[config.mk]
export PLATFORM = sky130hd
export DESIGN_NAME = npd_decoder
export DESIGN_NICKNAME = d
export VERILOG_FILES = /design/src/npd_fifo.v /design/src/npd_decoder.v
export VERILOG_INCLUDE_DIRS = /design/src
export SDC_FILE = /design/constraint.sdc
export NUM_CORES = 1
export LEC_CHECK = 0
export ABC_AREA = 0
export BUFFER_PORTS_ARGS = -buffer_cell sky130_fd_sc_hd__clkbuf_2
export CAP_MARGIN = 20
export CORE_AREA = 2 2 235 237
export DETAILED_ROUTE_END_ITERATION = 10
export DIE_AREA = 0 0 237 239
export HOLD_SLACK_MARGIN = 0.02
export PLACE_DENSITY = 0.84
export SLEW_MARGIN = 20
export SYNTH_ARGS = -nofsm -noshare
export SYNTH_HDL_FRONTEND = slang
export SYNTH_SLANG_ARGS = --single-unit
export TNS_END_PERCENT = 1
[constraint.sdc]
create_clock -name sys_clk -period 9.5 [get_ports sys_clk]
set_input_delay 2.85 -clock sys_clk [delete_from_list [all_inputs] [get_ports sys_clk]]
set_output_delay 2.85 -clock sys_clk [all_outputs]
set_load 0.01 [all_outputs]
[src/npd_defines.vh]
/*
  constants for the nand phase decoder: address field positions,
  burst types and state timing counts.
  assumes inclusion by bare name from the design files.
*/
`ifndef NPD_DEFINES_VH
`define NPD_DEFINES_VH
`define NPD_CHIP_HI        31
`define NPD_CHIP_LO        24
`define NPD_CYC_HI         23
`define NPD_CYC_LO         21
`define NPD_RELEASE_BIT    21
`define NPD_END_VALID_BIT  20
`define NPD_PHASE_BIT      19
`define NPD_END_HI         18
`define NPD_END_LO         11
`define NPD_START_HI       10
`define NPD_START_LO       3
`define NPD_ECC_LAST_BIT   10
`define NPD_BURST_INCR     2'h1
`define NPD_STRB_RESET     8'h00
`define NPD_DATA_BEATS     4'h1
`endif

[src/npd_fifo.v]
/*
  small synchronous fifo with valid and ready on both sides.
  assumes one clock and an asynchronous active low reset.
*/
`timescale 1ns/1ps
`default_nettype none
module npd_fifo
#(
  parameter WIDTH = 8,
  parameter DEPTH = 8,
  parameter AW    = 3
)
(
  // clock and reset
  input  wire             sys_clk,
  input  wire             rst_n,
  // fill side
  input  wire             in_valid,
  output wire             in_ready,
  input  wire [WIDTH-1:0] in_data,
  // drain side
  output wire             out_valid,
  input  wire             out_ready,
  output wire [WIDTH-1:0] out_data
);
  reg [WIDTH-1:0] mem [0:DEPTH-1];
  reg [AW-1:0]    wr_ptr;
  reg [AW-1:0]    rd_ptr;
  reg [AW:0]      count;
  reg             full;
  wire            push;
  wire            pop;

  // honest full and empty
  assign in_ready  = ~full; // from a flop, so the write channel ready is registered
  assign out_valid = (count != {(AW+1){1'b0}});
  assign out_data  = mem[rd_ptr];
  assign push      = in_valid & in_ready;
  assign pop       = out_valid & out_ready;

  // storage
  always @(posedge sys_clk)
  begin
    if (push)
      mem[wr_ptr] <= in_data;
  end

  // pointers and occupancy
  always @(posedge sys_clk or negedge rst_n)
  begin
    if (!rst_n)
    begin
      wr_ptr <= {AW{1'b0}};
      rd_ptr <= {AW{1'b0}};
      count  <= {(AW+1){1'b0}};
      full   <= 1'b0;
    end
    else
    begin
      if (push)
        wr_ptr <= (wr_ptr == DEPTH[AW-1:0] - 1'b1) ? {AW{1'b0}} : wr_ptr + 1'b1;
      if (pop)
        rd_ptr <= (rd_ptr == DEPTH[AW-1:0] - 1'b1) ? {AW{1'b0}} : rd_ptr + 1'b1;
      if (push & ~pop)
      begin
        count <= count + 1'b1;
        full  <= (count == DEPTH[AW:0] - 1'b1);
      end
      else if (pop & ~push)
      begin
        count <= count - 1'b1;
        full  <= 1'b0;
      end
    end
  end
endmodule
`default_nettype wire

[src/npd_decoder.v]
/*
  nand phase decoder: turns one accepted axi-like request into nand
  command, address, opcode and data steps, with chip select hold,
  unmapped handling and exclusive monitor write region.
  assumes the master keeps the address and burst restrictions, that
  requests come from logic on sys_clk, and that ready_busy is a pin.
*/
`timescale 1ns/1ps
`default_nettype none
`include "npd_defines.vh"
module npd_decoder
#(
  parameter CHIPS = 2,
  parameter DEPTH = 8
)
(
  // clock and reset
  input  wire               sys_clk,
  input  wire               rst_n,
  // chip decode tie-offs
  input  wire [8*CHIPS-1:0] address_match,
  input  wire [8*CHIPS-1:0] address_mask,
  input  wire               hold_select,
  // request
  input  wire               req_valid,
  output reg                req_ready,
  input  wire               req_write,
  input  wire [31:0]        req_addr,
  input  wire [7:0]         req_len,
  input  wire [2:0]         req_size,
  input  wire [1:0]         req_burst,
  input  wire               req_excl_fail,
  // write data
  input  wire               wr_valid,
  output wire               wr_ready,
  input  wire [63:0]        wr_data,
  input  wire [7:0]         wr_strb,
  // answer
  output reg                resp_valid,
  output reg                resp_data_phase,
  output reg                resp_unmapped,
  // nand side steps
  output reg                nand_cmd_valid,
  output reg  [7:0]         nand_cmd,
  output reg                nand_addr_valid,
  output reg  [7:0]         nand_addr,
  output reg                nand_data_valid,
  output reg  [63:0]        nand_wdata,
  output reg  [7:0]         nand_strb,
  output reg  [CHIPS-1:0]   chip_select,
  output reg                if0_async,
  output reg                bus_request,
  output reg                ecc_last,
  // ready busy and status
  input  wire               ready_busy,
  output reg                raw_ready_status,
  input  wire               status_clear,
  // exclusive monitor region
  output reg  [31:0]        excl_cmp_mask,
  output reg  [31:0]        excl_cmp_addr
);
  localparam ST_IDLE = 5'h01;
  localparam ST_CMD  = 5'h02;
  localparam ST_ADDR = 5'h04;
  localparam ST_DATA = 5'h08;
  localparam ST_END  = 5'h10;

  reg  [4:0]       state;
  reg  [31:0]      addr;
  reg              is_write;
  reg              unmapped;
  reg  [2:0]       cyc_left;
  reg  [7:0]       beats_left;
  reg  [2:0]       byte_idx;
  reg              held;
  reg              rb_s1;
  reg              rb_s2;
  reg              rb_d;
  wire [CHIPS-1:0] hit;
  wire             f_valid;
  wire             f_ready;
  wire [71:0]      f_data;
  wire [7:0]       f_strb;
  wire [7:0]       lane_mask;
  wire [31:0]      wr_last;
  wire [31:0]      diff;
  wire             take;
  reg  [31:0]      next_mask;
  integer          k;

  // chip decode per chip
  genvar g;
  generate
    for (g = 0; g < CHIPS; g = g + 1)
    begin : g_chip
      assign hit[g] = ((req_addr[`NPD_CHIP_HI:`NPD_CHIP_LO] & address_mask[8*g+7:8*g])
                       == address_match[8*g+7:8*g]);
    end
  endgenerate

  // write data buffer, back-pressure reaches the write channel
  npd_fifo #(.WIDTH(72), .DEPTH(DEPTH), .AW(3)) npd_fifo_i
  (
    .sys_clk   (sys_clk),
    .rst_n     (rst_n),
    .in_valid  (wr_valid),
    .in_ready  (wr_ready),
    .in_data   ({wr_strb, wr_data}),
    .out_valid (f_valid),
    .out_ready (f_ready),
    .out_data  (f_data)
  );
  assign f_strb = f_data[71:64];

  // fifo drains only in address and data steps; a word is left only after
  // its top lane or after the byte that ends the last address cycle
  assign f_ready = f_valid & ((state == ST_ADDR && (byte_idx == 3'h7
                   || (f_strb[byte_idx] && cyc_left == 3'h1)))
                   | (state == ST_DATA && is_write));

  // byte lanes from low address bits
  assign lane_mask = 8'hff << addr[2:0];

  // request accepted at this edge
  assign take = (state == ST_IDLE) && req_valid && !req_ready;

  // incrementing span of the write
  // req_burst is left unread: wrap and fixed count as incrementing
  assign wr_last = req_addr + ((({24'h0, req_len} + 32'h1) << req_size) - 32'h1);
  assign diff    = req_addr ^ wr_last;

  // mask clears up to highest varying bit
  always @*
  begin
    next_mask = 32'hffffffff;
    // highest differing bit wins, as the loop runs upward
    for (k = 0; k < 32; k = k + 1)
      if (diff[k])
        next_mask = 32'hffffffff << (k + 1);
  end

  // pin synchroniser and ready edge
  always @(posedge sys_clk or negedge rst_n)
  begin
    if (!rst_n)
    begin
      // line idles high, so no false edge follows reset
      rb_s1            <= 1'b1;
      rb_s2            <= 1'b1;
      rb_d             <= 1'b1;
      raw_ready_status <= 1'b0;
    end
    else
    begin
      rb_s1 <= ready_busy;
      rb_s2 <= rb_s1;
      rb_d  <= rb_s2;
      if (rb_s2 & ~rb_d)
        raw_ready_status <= 1'b1; // set wins over clear
      else if (status_clear)
        raw_ready_status <= 1'b0;
    end
  end

  // region of the last accepted write
  always @(posedge sys_clk or negedge rst_n)
  begin
    if (!rst_n)
    begin
      excl_cmp_mask <= 32'hffffffff;
      excl_cmp_addr <= 32'h0;
    end
    else if (take && req_write)
    begin
      excl_cmp_addr <= req_addr & next_mask;
      excl_cmp_mask <= next_mask;
    end
  end

  // main sequencer
  always @(posedge sys_clk or negedge rst_n)
  begin
    if (!rst_n)
    begin
      state           <= ST_IDLE;
      addr            <= 32'h0;
      is_write        <= 1'b0;
      unmapped        <= 1'b0;
      cyc_left        <= 3'h0;
      beats_left      <= 8'h0;
      byte_idx        <= 3'h0;
      held            <= 1'b0;
      req_ready       <= 1'b0;
      resp_valid      <= 1'b0;
      resp_data_phase <= 1'b0;
      resp_unmapped   <= 1'b0;
      nand_cmd_valid  <= 1'b0;
      nand_cmd        <= 8'h0;
      nand_addr_valid <= 1'b0;
      nand_addr       <= 8'h0;
      nand_data_valid <= 1'b0;
      nand_wdata      <= 64'h0;
      nand_strb       <= `NPD_STRB_RESET;
      chip_select     <= {CHIPS{1'b0}};
      if0_async       <= 1'b0;
      bus_request     <= 1'b0;
      ecc_last        <= 1'b0;
    end
    else
    begin
      nand_cmd_valid  <= 1'b0;
      nand_addr_valid <= 1'b0;
      nand_data_valid <= 1'b0;
      resp_valid      <= 1'b0;
      req_ready       <= 1'b0;
      case (state)
        ST_IDLE:
        begin
          bus_request <= held; // keep bus while select held
          if0_async   <= 1'b0;
          // wait for a request; a held select keeps the bus
          if (take)
          begin
            req_ready <= 1'b1;
            addr      <= req_addr;
            is_write  <= req_write;
            unmapped  <= (hit == {CHIPS{1'b0}});
            ecc_last  <= 1'b0;
            beats_left <= req_len + 8'h1;
            if (hit == {CHIPS{1'b0}})
            begin
              // deselected transfer on interface 0
              chip_select <= {CHIPS{1'b0}};
              if0_async   <= 1'b1;
              held        <= 1'b0;
              state       <= ST_DATA;
            end
            else if (!req_addr[`NPD_PHASE_BIT]) // command phase
            begin
              chip_select <= hit;
              bus_request <= 1'b1;
              nand_cmd    <= req_addr[`NPD_START_HI:`NPD_START_LO];
              state       <= ST_CMD;
            end
            else
            begin
              chip_select <= hit;
              bus_request <= 1'b1;
              ecc_last    <= req_addr[`NPD_ECC_LAST_BIT];
              state       <= ST_DATA;
            end
          end
        end
        ST_CMD:
        begin
          // start opcode goes out, cycle count and first lane load
          nand_cmd_valid <= 1'b1;
          cyc_left <= addr[`NPD_CYC_HI:`NPD_CYC_LO]; // zero to seven
          byte_idx <= addr[2:0];
          if (addr[`NPD_CYC_HI:`NPD_CYC_LO] != 3'h0)
            state <= ST_ADDR;
          else if (addr[`NPD_END_VALID_BIT])
            state <= ST_END;
          else
            state <= ST_END;
        end
        ST_ADDR:
        begin
          // one byte per address cycle, in order
          if (f_valid)
          begin
            if (f_strb[byte_idx])
            begin
              nand_addr_valid <= 1'b1;
              nand_addr       <= f_data[8*byte_idx +: 8];
              cyc_left        <= cyc_left - 3'h1;
            end
            byte_idx <= byte_idx + 3'h1;
            if (f_strb[byte_idx] && cyc_left == 3'h1)
              state <= ST_END; // end step after address cycles; second opcode only on flagged writes
          end
        end
        ST_DATA:
        begin
          // one beat per cycle; reads need no buffered word
          if (!is_write || f_valid)
          begin
            nand_data_valid <= 1'b1;
            nand_wdata      <= is_write ? f_data[63:0] : 64'h0;
            // failed exclusive write loses its strobes
            nand_strb  <= req_excl_fail ? 8'h00 : (is_write ? f_strb & lane_mask : lane_mask);
            beats_left <= beats_left - 8'h1;
            if (beats_left == 8'h1)
              state <= (is_write && !unmapped) ? ST_END : ST_IDLE;
            if (beats_left == 8'h1 && (!is_write || unmapped))
            begin
              resp_valid      <= 1'b1;
              resp_data_phase <= 1'b1;
              resp_unmapped   <= unmapped; // okay answer unless unmapped
              if (!unmapped)
                held <= ~addr[`NPD_RELEASE_BIT];
              if (!unmapped && addr[`NPD_RELEASE_BIT])
                chip_select <= {CHIPS{1'b0}};
            end
          end
        end
        ST_END:
        begin
          // trailing opcode only when flagged
          if (addr[`NPD_END_VALID_BIT] && is_write)
          begin
            nand_cmd_valid <= 1'b1;
            nand_cmd       <= addr[`NPD_END_HI:`NPD_END_LO];
          end
          resp_valid      <= 1'b1;
          resp_data_phase <= addr[`NPD_PHASE_BIT];
          resp_unmapped   <= 1'b0;
          state           <= ST_IDLE;
          if (!addr[`NPD_PHASE_BIT])
          begin
            held <= hold_select; // select kept into data phase
            if (!hold_select)
              chip_select <= {CHIPS{1'b0}};
          end
          else
          begin
            held <= ~addr[`NPD_RELEASE_BIT];
            if (addr[`NPD_RELEASE_BIT])
              chip_select <= {CHIPS{1'b0}};
          end
        end
        default:
        begin
          state <= ST_IDLE;
        end
      endcase
    end
  end
endmodule
`default_nettype wire

# Word level (Yosys, flattened, before mapping)
# Memory sizes are Yosys's and may differ from the RTL's.
# Cells that the tools add are included.
[word_totals] register_bits=225 memories=1 output_inout_bits=166 ram_bits=576 wordCells=241 input_bits=158
[mem_list] memory="npd_fifo_i.mem" words=8 width=72 read_ports=1 rd_ports_with_merged_regs=0 write_ports=1 line_no="npd_fifo.v:26" source="reg [WIDTH-1:0] mem [0:DEPTH-1];"
[classes] eq_ne=28 reduce_logical=37 n_shift=3 n_mux=110 addsub=11 bitwise_logic=17 n_lt_le_gt_ge=1
[ops] op="32-bit 2-to-1 mux" count=28
[ops] op="72-bit by 7-bit variable part select with 8-bit output" count=1
[ops] op="64-bit 2-to-1 mux" count=1
[ops] op="8-bit 2-to-1 mux" count=8
[ops] op="5-bit 2-to-1 mux" count=7
[ops] op="1-bit 2-to-1 mux" count=34
[ops] op="32-bit adder" count=1
[ops] op="32-bit bitwise AND" count=1
[ops] op="8-bit case mux with 2 select lines" count=2
[ops] op="9-bit by 3-bit left shift with 32-bit output" count=1
[ops] op="32-bit by 1-bit subtractor with 32-bit output (second input constant)" count=1
[ops] op="32-bit XOR" count=1
[ops] op="8-bit bitwise AND" count=3
[ops] op="4-bit 2-to-1 mux" count=5
[ops] op="5-bit case mux with 4 select lines" count=1
[ops] op="2-bit 2-to-1 mux" count=9
[ops] op="3-bit 2-to-1 mux" count=6
[ops] op="8-bit == test" count=2
[ops] op="2-bit by 1-bit != test with 1-bit output (second input constant)" count=7
[ops] op="2-bit != test (second input constant)" count=6
[ops] op="3-bit case mux with 2 select lines" count=2
[ops] op="3-bit AND reduction" count=4
[ops] op="2-bit nonzero test" count=6
[ops] op="1-bit logical AND" count=10
[ops] op="35 further kinds" count=60

# Logic depth before layout (Yosys ltp)
# Gate-level depths: netlist (run 1).
[logic_depth] word_depth=38 depth_mapped=29 mapped_depth_nobuf=27

# Hierarchy
# Synthesis (run 1) repeated with hierarchy kept, for this count alone.
[hier_totals] cells_unflattened=2245 hier_area_um2=34888.5
[by_module_without_submodules] module="npd_fifo" seq_area_each_um2=17571.9 cells_per_inst=905 area_per_inst_um2=22327.7 n_inst=1
[by_module_without_submodules] module="npd_decoder" seq_area_each_um2=5200.0 cells_per_inst=1340 area_per_inst_um2=12560.8 n_inst=1

# Worst setup path after synthesis (run 1)
# Ideal clock, no wire load.
[synth_path] path_type="input -> register" from="input port wr_valid" to="memory npd_fifo_i.mem[0][0], enable pin" stages=4 t_required_ns=8.910 n_path_buf=1 arrival_time_ns=8.197 setup_ns=0.590 path_slack_ns=0.713 path_cell_list="nor2b_1 clkbuf_1 nand2b_1 nor3_1"
[synth_between] elab_chain_cells=3
[synth_rtl] element="start, declared" line_no="npd_decoder.v:34" source="input wire wr_valid,"
[synth_rtl] element="1-bit bitwise AND" line_no="npd_fifo.v:38" source="assign push = in_valid & in_ready;"
[synth_rtl] element="net npd_fifo_i.push" line_no="npd_fifo.v:31" source="wire push;"
[synth_rtl] element="1-bit 2-to-1 mux" line_no="npd_fifo.v:44" source="if (push)"
[synth_rtl] element="1-bit 2-to-1 mux (not written as such)" line_no="npd_fifo.v:45" source="mem[wr_ptr] <= in_data;"
[synth_rtl] element="end, declared" line_no="npd_fifo.v:26"
# The timed path passes the listed nets, and every way through them passes these cells.

# Worst setup path after layout (run 1)
[layout_path] from="input port req_len[0]" to="register excl_cmp_addr[3]"
[layout_between] elab_chain_cells=35
[layout_rtl] element="start, declared" line_no="npd_decoder.v:29" source="input wire [7:0] req_len,"
[layout_rtl] element="8-bit by 1-bit adder with 9-bit output (*)" line_no="npd_decoder.v:129" source="assign wr_last = req_addr + ((({24'h0, req_len} + 32'h1) << req_size) - 32'h1);"
[layout_rtl] element="9-bit by 3-bit left shift with 32-bit output (*)" line_no="npd_decoder.v:129"
[layout_rtl] element="32-bit by 1-bit subtractor with 32-bit output (*)" line_no="npd_decoder.v:129"
[layout_rtl] element="32-bit adder (*)" line_no="npd_decoder.v:129"
[layout_rtl] element="32-bit XOR (*)" line_no="npd_decoder.v:130" source="assign diff = req_addr ^ wr_last;"
[layout_rtl] element="4-bit 2-to-1 mux" line_no="npd_decoder.v:138" source="if (diff[k])"
[layout_rtl] element="32-bit 2-to-1 mux (27 in a row)" line_no="npd_decoder.v:138"
[layout_rtl] element="32-bit 2-to-1 mux (*)" line_no="npd_decoder.v:138"
[layout_rtl] element="32-bit bitwise AND (*)" line_no="npd_decoder.v:175" source="excl_cmp_addr <= req_addr & next_mask;"
[layout_rtl] element="end signal, assigned" line_no="npd_decoder.v:175"
[layout_rtl] element="end, declared" line_no="npd_decoder.v:60" source="output reg [31:0] excl_cmp_addr"
# Mark *: on every way between the ends. The rest lies on a longest branch, timed or not.
# A chain may end at the register's enable or synchronous reset.

==> results of run 1 <==
-- layer usage --
layer  routed length [µm]  part of all wire, %  track usage [%]  vias up
met2                47100                   50             56.9     1446
li1                     -                    -                -     9185
met1                33300                   35             42.9    11000
met3                 9550                   10             7.36      301
met4                 5040                  5.3             17.0        4
met5                   27                0.028                0        -
-- critical path: stages --
cell and delay, ns:
clkbuf_2 0.18, ha_1 0.21, nand3_1 0.12, nor2_1 0.17, and3_1 0.26, nor2_1 0.06, a21oi_1 0.21, mux2_2 0.21
o21ai_0 0.10, ha_1 0.30, inv_1 0.04, ha_1 0.35, a21oi_1 0.37, o21ai_0 0.26, a22o_1 0.27, o21a_1 0.25
a21oi_1 0.17, o21ai_0 0.09, nand3_1 0.10, nand2_1 0.06, xnor2_1 0.12, ha_1 0.29, nor2_1 0.15, nand4_1 0.14
a21oi_2 0.27, and3_1 0.30, nand2_1 0.27, o41ai_2 0.39
-- synth_stat cells (10+ instances only) --
cell,count
o21ai_0,164
a22o_1,13
inv_1,89
mux2i_1,87
ha_1,61
a21oi_1,64
a211oi_1,10
a32o_1,14
buf_1,17
a21o_1,20
nand2_1,254
dfrtp_1,181
and2_1,10
nand2b_1,10
buf_2,24
nor3_1,17
dfstp_2,36
nand4_1,13
xnor2_1,53
nor2_1,63
clkbuf_1,60
mux4_2,162
edfxtp_1,576
mux2_2,21
o31ai_1,15
nand3_1,34
xor2_1,22
-- cell families after synthesis --
family,synth area share (%)
DFF,66.5
muxes,13.9
and+or+nand+nor,6.38
adders and majority gates,2.34
buffers and inverters,2.18
xor gates and xnor gates,1.98
AOI/OAI and AO/OA,6.75
-- worst max path at each step --
stage                    start                        endpoint  slack [ns]  depth (start not counted)
floorplan             wr_valid  npd_fifo_i.mem[0][0]$_DFFE_PP_        0.71                          4
global placement    req_len[0]    excl_cmp_addr[3]$_DFFE_PN0P_        0.90                         27
detailed placement  req_len[0]    excl_cmp_addr[5]$_DFFE_PN0P_        0.80                         28
CTS                 req_len[0]    excl_cmp_addr[3]$_DFFE_PN0P_        1.45                         28
global route        req_len[0]    excl_cmp_addr[3]$_DFFE_PN0P_        1.08                         27
finish              req_len[0]    excl_cmp_addr[3]$_DFFE_PN0P_        1.42                         28
-- through the flow --
stage | setup slack, ns | hold WS (ns)
floorplan | 0.713 | 0.345
global placement | 0.903 | 0.346
detailed placement | 0.803 | 0.348
CTS | 1.45 | 0.357
global route | 1.08 | 0.363
finish | 1.42 | 0.356
-- layout make-up --
type                       instances  area, µm²
timing repair buffer             349       1830
inverter                          89        334
tap                              704        881
antenna                            6       15.0
sequential                       793      22800
fill                            3120      15000
clock buffer                      94       2100
clock inverter                    51        652
multi-input combinational       1242      10800
-- power by group --
| part | switching (mW) | leakage, nW | internal [mW] |
|---|---|---|---|
| logic | 2.08 | 5.54 | 1.36 |
| clock network | 1.39 | 1.34 | 1.95 |
| registers | 0.436 | 8.00 | 4.38 |
-- sequential cells by signal (all words and copies together), names as in the netlist, 5 cells and up --
signal and flops:
npd_fifo_i.mem 576, nand_wdata 64, excl_cmp_addr 32, excl_cmp_mask 32, addr 16, beats_left 8, nand_addr 8, nand_cmd 8
nand_strb 8, state 5
==> flow_metrics.tcl, run 1 <==
set metrics [dict create \
    max_freq_ghz 0.124 \
    cts.sink_count 793 \
    gp_congestion 0.892 \
    period_needed_ns 8.08 \
    grt_max_degree 87 \
    vias_per_cell 6.59 \
    min_from "rb_s1$_DFF_PN1_" \
    synthDistinctLibCells 82 \
    synth-seq-cells 793 \
    postSynthCellCount 2226 \
    cts_max_path_buffers 3 \
    max-slew-margin-rel_pct 31.9 \
    power.density_nw_per_um2 294 \
    r2r_slack_ns 4.54 \
    path_clk_slew_ns 0.06 \
    path_class "in2reg" \
    cts_tree "done" \
    dp_hpwl_mm 57.4 \
    r2r_cells 17 \
    die_w_um 237 \
    tightest_slew_ns 1.02 \
    grt-ovfl-total 0 \
    cts_hold_buf 0 \
    numCtsBuffers 79 \
    synthArstFlopShare_pct 27.4 \
    vias 21900 \
    path_max_fanout 8 \
    port_buffers 321 \
    ant_nets 0 \
    layout.nets 2775 \
    maxSlewViolCount 0 \
    whs_endpoint "rb_s2$_DFF_PN1_" \
    antenna_found_initial 6 \
    dp_cells 3177 \
    drc 0 \
    fin_cells 3328 \
    post_cts_buffers 0 \
    core.rowCount 86 \
    skew_ns 0.0400 \
    power.total_mw 11.6 \
    setup-violations-final 0 \
    syn_area_um2 34300 \
    final_area_um2 39400 \
    max_cap_violations 0 \
    cp-end-kind "register" \
    fin_util_pct 72.5 \
    dieArea_um2 56600 \
    layout_commonest_cell "edfxtp_1" \
    outcome "finished clean" \
    wl_per_cell_um 28.6 \
    leakagePower_nw 14.9 \
    peakVddDrop_mv 0.276 \
    whs_path_depth 0 \
    die_y_um 239 \
    synth_edf_count 576 \
    cts_root_buf "clkbuf_16" \
    grt_usage_pct 34.1 \
    mostFrequentLayoutCells "edfxtp_1, clkbuf_2, nand2_1" \
    reg2reg_to "npd_fifo_i.count[3]$_DFFE_PN0P_" \
    synth_top_area_share_pct 50.5 \
    period_share_pct 85.0 \
    syn_area_per_cell_um2 15.4 \
    synth_top_flop_cell "edfxtp_1" \
    dr.pass1.iters 5 \
    insertion_delay_ns 0.65 \
    grt_pass1_vias 22200 \
    drt_iter0_markers 2318 \
    routed_wl_mm 95.0 \
    finalHoldViolCount 0 \
    rsz0062_at_grt "no" \
    synth_area_leaders "edfxtp_1, dfrtp_1, mux4_2" \
    yosys_warnings 0 \
    synth_area_leader_cell "edfxtp_1" \
    drive_above_1_share_pct 28.1 \
    crit_arrival_ns 8.60 \
    crit_required_ns 10.02 \
    hp-class "reg2reg" \
    worstReg2RegStart "npd_fifo_i.rd_ptr[0]$_DFFE_PN0P_" \
    ios 324 \
    floorplan.initialDensity_pct 63.0 \
    core_um2 54300 \
    grt_pass1_wl_mm 142 \
    htreeDepth 3 \
    synth_seq_area_share_pct 66.5 \
    syn_to_final_growth_pct 15.0 \
    cp-start-kind "primary input" \
    fin_setup_tns_ns 0 \
    post_cts_resized 0 \
    syn_nets 2447 \
    placement.cell_area_um2 36600 \
]
Note: power is estimated with default switching activity, not from simulation.
==> run 2: changes to the inputs <==
MAX_ROUTING_LAYER = met4   (was unset)
==> run 2 against run 1 <==
Compared with the run above:
- non-clock buffer count shrank 1
- wire length is 2.8% lower
- via count decreased by 0.41%
- highest routed layer is now met4
- fmax fell by 0.49%
- hold slack hardly changed
- core utilization down 0.11 points
- cell count increased by 0.18%
- largest power group unchanged
- combinational power hardly changed
- cell area down 0.15%
- largest cell class unchanged
- critical endpoint unchanged
==> flow_metrics.tcl, run 2 (same netlist as run 1, synthesis figures left out) <==
set metrics [dict create \
    outcome "finished clean" \
    dieArea_um2 56600 \
    cp-start-kind "primary input" \
    switchingPower_mw 3.83 \
    cts_root_buf "clkbuf_16" \
    worstReg2RegStart "npd_fifo_i.rd_ptr[0]$_DFFE_PN0P_" \
    slowest_delay_ns 0.40 \
    pwr-share-comb_pct 30.1 \
    drc 0 \
    path_class "in2reg" \
    period_share_pct 85.5 \
    grt-ovfl-total 0 \
    htreeDepth 3 \
    core_um2 54300 \
    min_from "rb_s1$_DFF_PN1_" \
    gp_congestion 0.923 \
    cts_max_path_buffers 3 \
    path_clk_slew_ns 0.06 \
    r2r_cells 17 \
    largest_reg_flops 576 \
    peakVddDrop_mv 0.221 \
    power.density_nw_per_um2 290 \
    internal_power_mw 7.56 \
    setup-violations-final 0 \
    floorplan.initialDensity_pct 63.0 \
    power.total_mw 11.4 \
    cp_common_cell "ha_1" \
    layout_commonest_cell "edfxtp_1" \
    drt_iter0_markers 2242 \
    r2r_slack_ns 4.34 \
    numCtsBuffers 77 \
    syn_to_final_growth_pct 14.8 \
    grt_pass1_wl_mm 137 \
    vias_per_cell 6.56 \
    core.rowCount 86 \
    skew_ns 0.0374 \
    vias 21900 \
    tightest_slew_ns 1.16 \
    finalHoldViolCount 0 \
    cp_slowest_cell "o41ai_2" \
    fin_setup_tns_ns 0 \
    top_regs "npd_fifo_i.mem x576, nand_wdata x64" \
    path_max_fanout 8 \
    cts_hold_buf 0 \
    worst-path-buf-inv 2 \
    p_sw_share_pct 33.7 \
    max_cap_violations 0 \
    die_y_um 239 \
    pwr-share-seq_pct 42.1 \
    layout.nets 2772 \
    reg2reg_to "npd_fifo_i.count[3]$_DFFE_PN0P_" \
    cts.sink_count 793 \
    die_w_um 237 \
    regMostFlops "npd_fifo_i.mem" \
    grt_usage_pct 33.9 \
    cp_top_family "compound AO/OA/AOI/OAI gates" \
    maxSlewViolCount 0 \
    cp-end-kind "register" \
    crit_arrival_ns 8.63 \
    dr.pass1.iters 6 \
    clkPwrFrac_pct 27.7 \
    hp-class "reg2reg" \
    ant_nets 0 \
    post_cts_buffers 0 \
    ios 324 \
    max-slew-margin-rel_pct 22.8 \
    whs_endpoint "rb_s2$_DFF_PN1_" \
    cp_num_cells 28 \
    whs_path_depth 0 \
    antenna_found_initial 14 \
    port_buffers 321 \
    wl_per_cell_um 27.7 \
    grt_max_degree 128 \
    fill_cells 3203 \
    insertion_delay_ns 0.64 \
    rsz0062_at_grt "no" \
    crit_required_ns 10.01 \
    post_cts_resized 0 \
    cts_tree "done" \
    drive_above_1_share_pct 27.9 \
    dp_hpwl_mm 56.6 \
    grt_pass1_vias 22200 \
    mostFrequentLayoutCells "edfxtp_1, clkbuf_2, nand2_1" \
    routed_wl_mm 92.4 \
    leakagePower_nw 14.8 \
    max_freq_ghz 0.123 \
    period_needed_ns 8.12 \
]
## run 2: cell types whose count changed in the layout (fill, tap and decap cells not counted), sizes merged
cell / delta
bufinv: -7
clkinvlp: +2
clkbuf: +14
buf: -1
diode: +9
inv: -1
clkinv: -10
## run 2: per-stage QoR
stage               hold WS (ns)  instance area (µm²)  setup slack (ns)  instances  utilization, %
detailed placement         0.347                36700             0.705       3175            67.5
finish                     0.356                39300              1.38       3334            72.4
CTS                        0.357                39300              1.36       3318            72.3
floorplan                  0.345                34300             0.713       2226               -
global placement           0.346                36600             0.894       3173            67.4
global route               0.362                39300             0.914       3331            72.4
## run 2: layout make-up
| cell class | count | area, µm² | share of cell area (%) |
|---|---|---|---|
| inverters | 89 | 334 | 0.849 |
| flip-flops and latches | 793 | 22800 | 57.9 |
| clock buffers | 108 | 2200 | 5.60 |
| diodes | 15 | 37.5 | 0.0954 |
| clock inverters | 35 | 402 | 1.02 |
| well taps | 704 | 881 | 2.24 |
| multi-input cells | 1242 | 10800 | 27.5 |
| repair buffers | 348 | 1890 | 4.80 |
## run 2: power by group through the flow
stage          combinational (mW)  clock [mW]  sequential [mW]
2_1_floorplan                2.14           0             4.76
3_3_place_gp                 3.21           0             4.76
3_5_place_dp                 3.32           0             4.82
4_1_cts                      3.40        3.17             4.79
5_1_grt                      3.64        3.30             4.84
6_report                     3.43        3.16             4.80
## run 2: worst max-delay path by stage
stage | endpoint | slack (ns) | startpoint
floorplan | npd_fifo_i.mem[0][0]$_DFFE_PP_ | 0.71 | wr_valid
global placement | excl_cmp_addr[3]$_DFFE_PN0P_ | 0.89 | req_len[0]
detailed placement | excl_cmp_addr[3]$_DFFE_PN0P_ | 0.71 | req_len[0]
CTS | excl_cmp_addr[3]$_DFFE_PN0P_ | 1.36 | req_len[0]
global route | excl_cmp_addr[3]$_DFFE_PN0P_ | 0.91 | req_len[0]
finish | excl_cmp_addr[3]$_DFFE_PN0P_ | 1.38 | req_len[0]
## run 2: per-layer routing
layer / vias up / GRT usage [%] / part of all wire, %
li1: 9203 / - / -
met4: 0 / 15.9 / 4.0
met1: 11000 / 40.8 / 36
met5: - / - / 0
met2: 1412 / 55.4 / 50
met3: 237 / 7.48 / 9.7
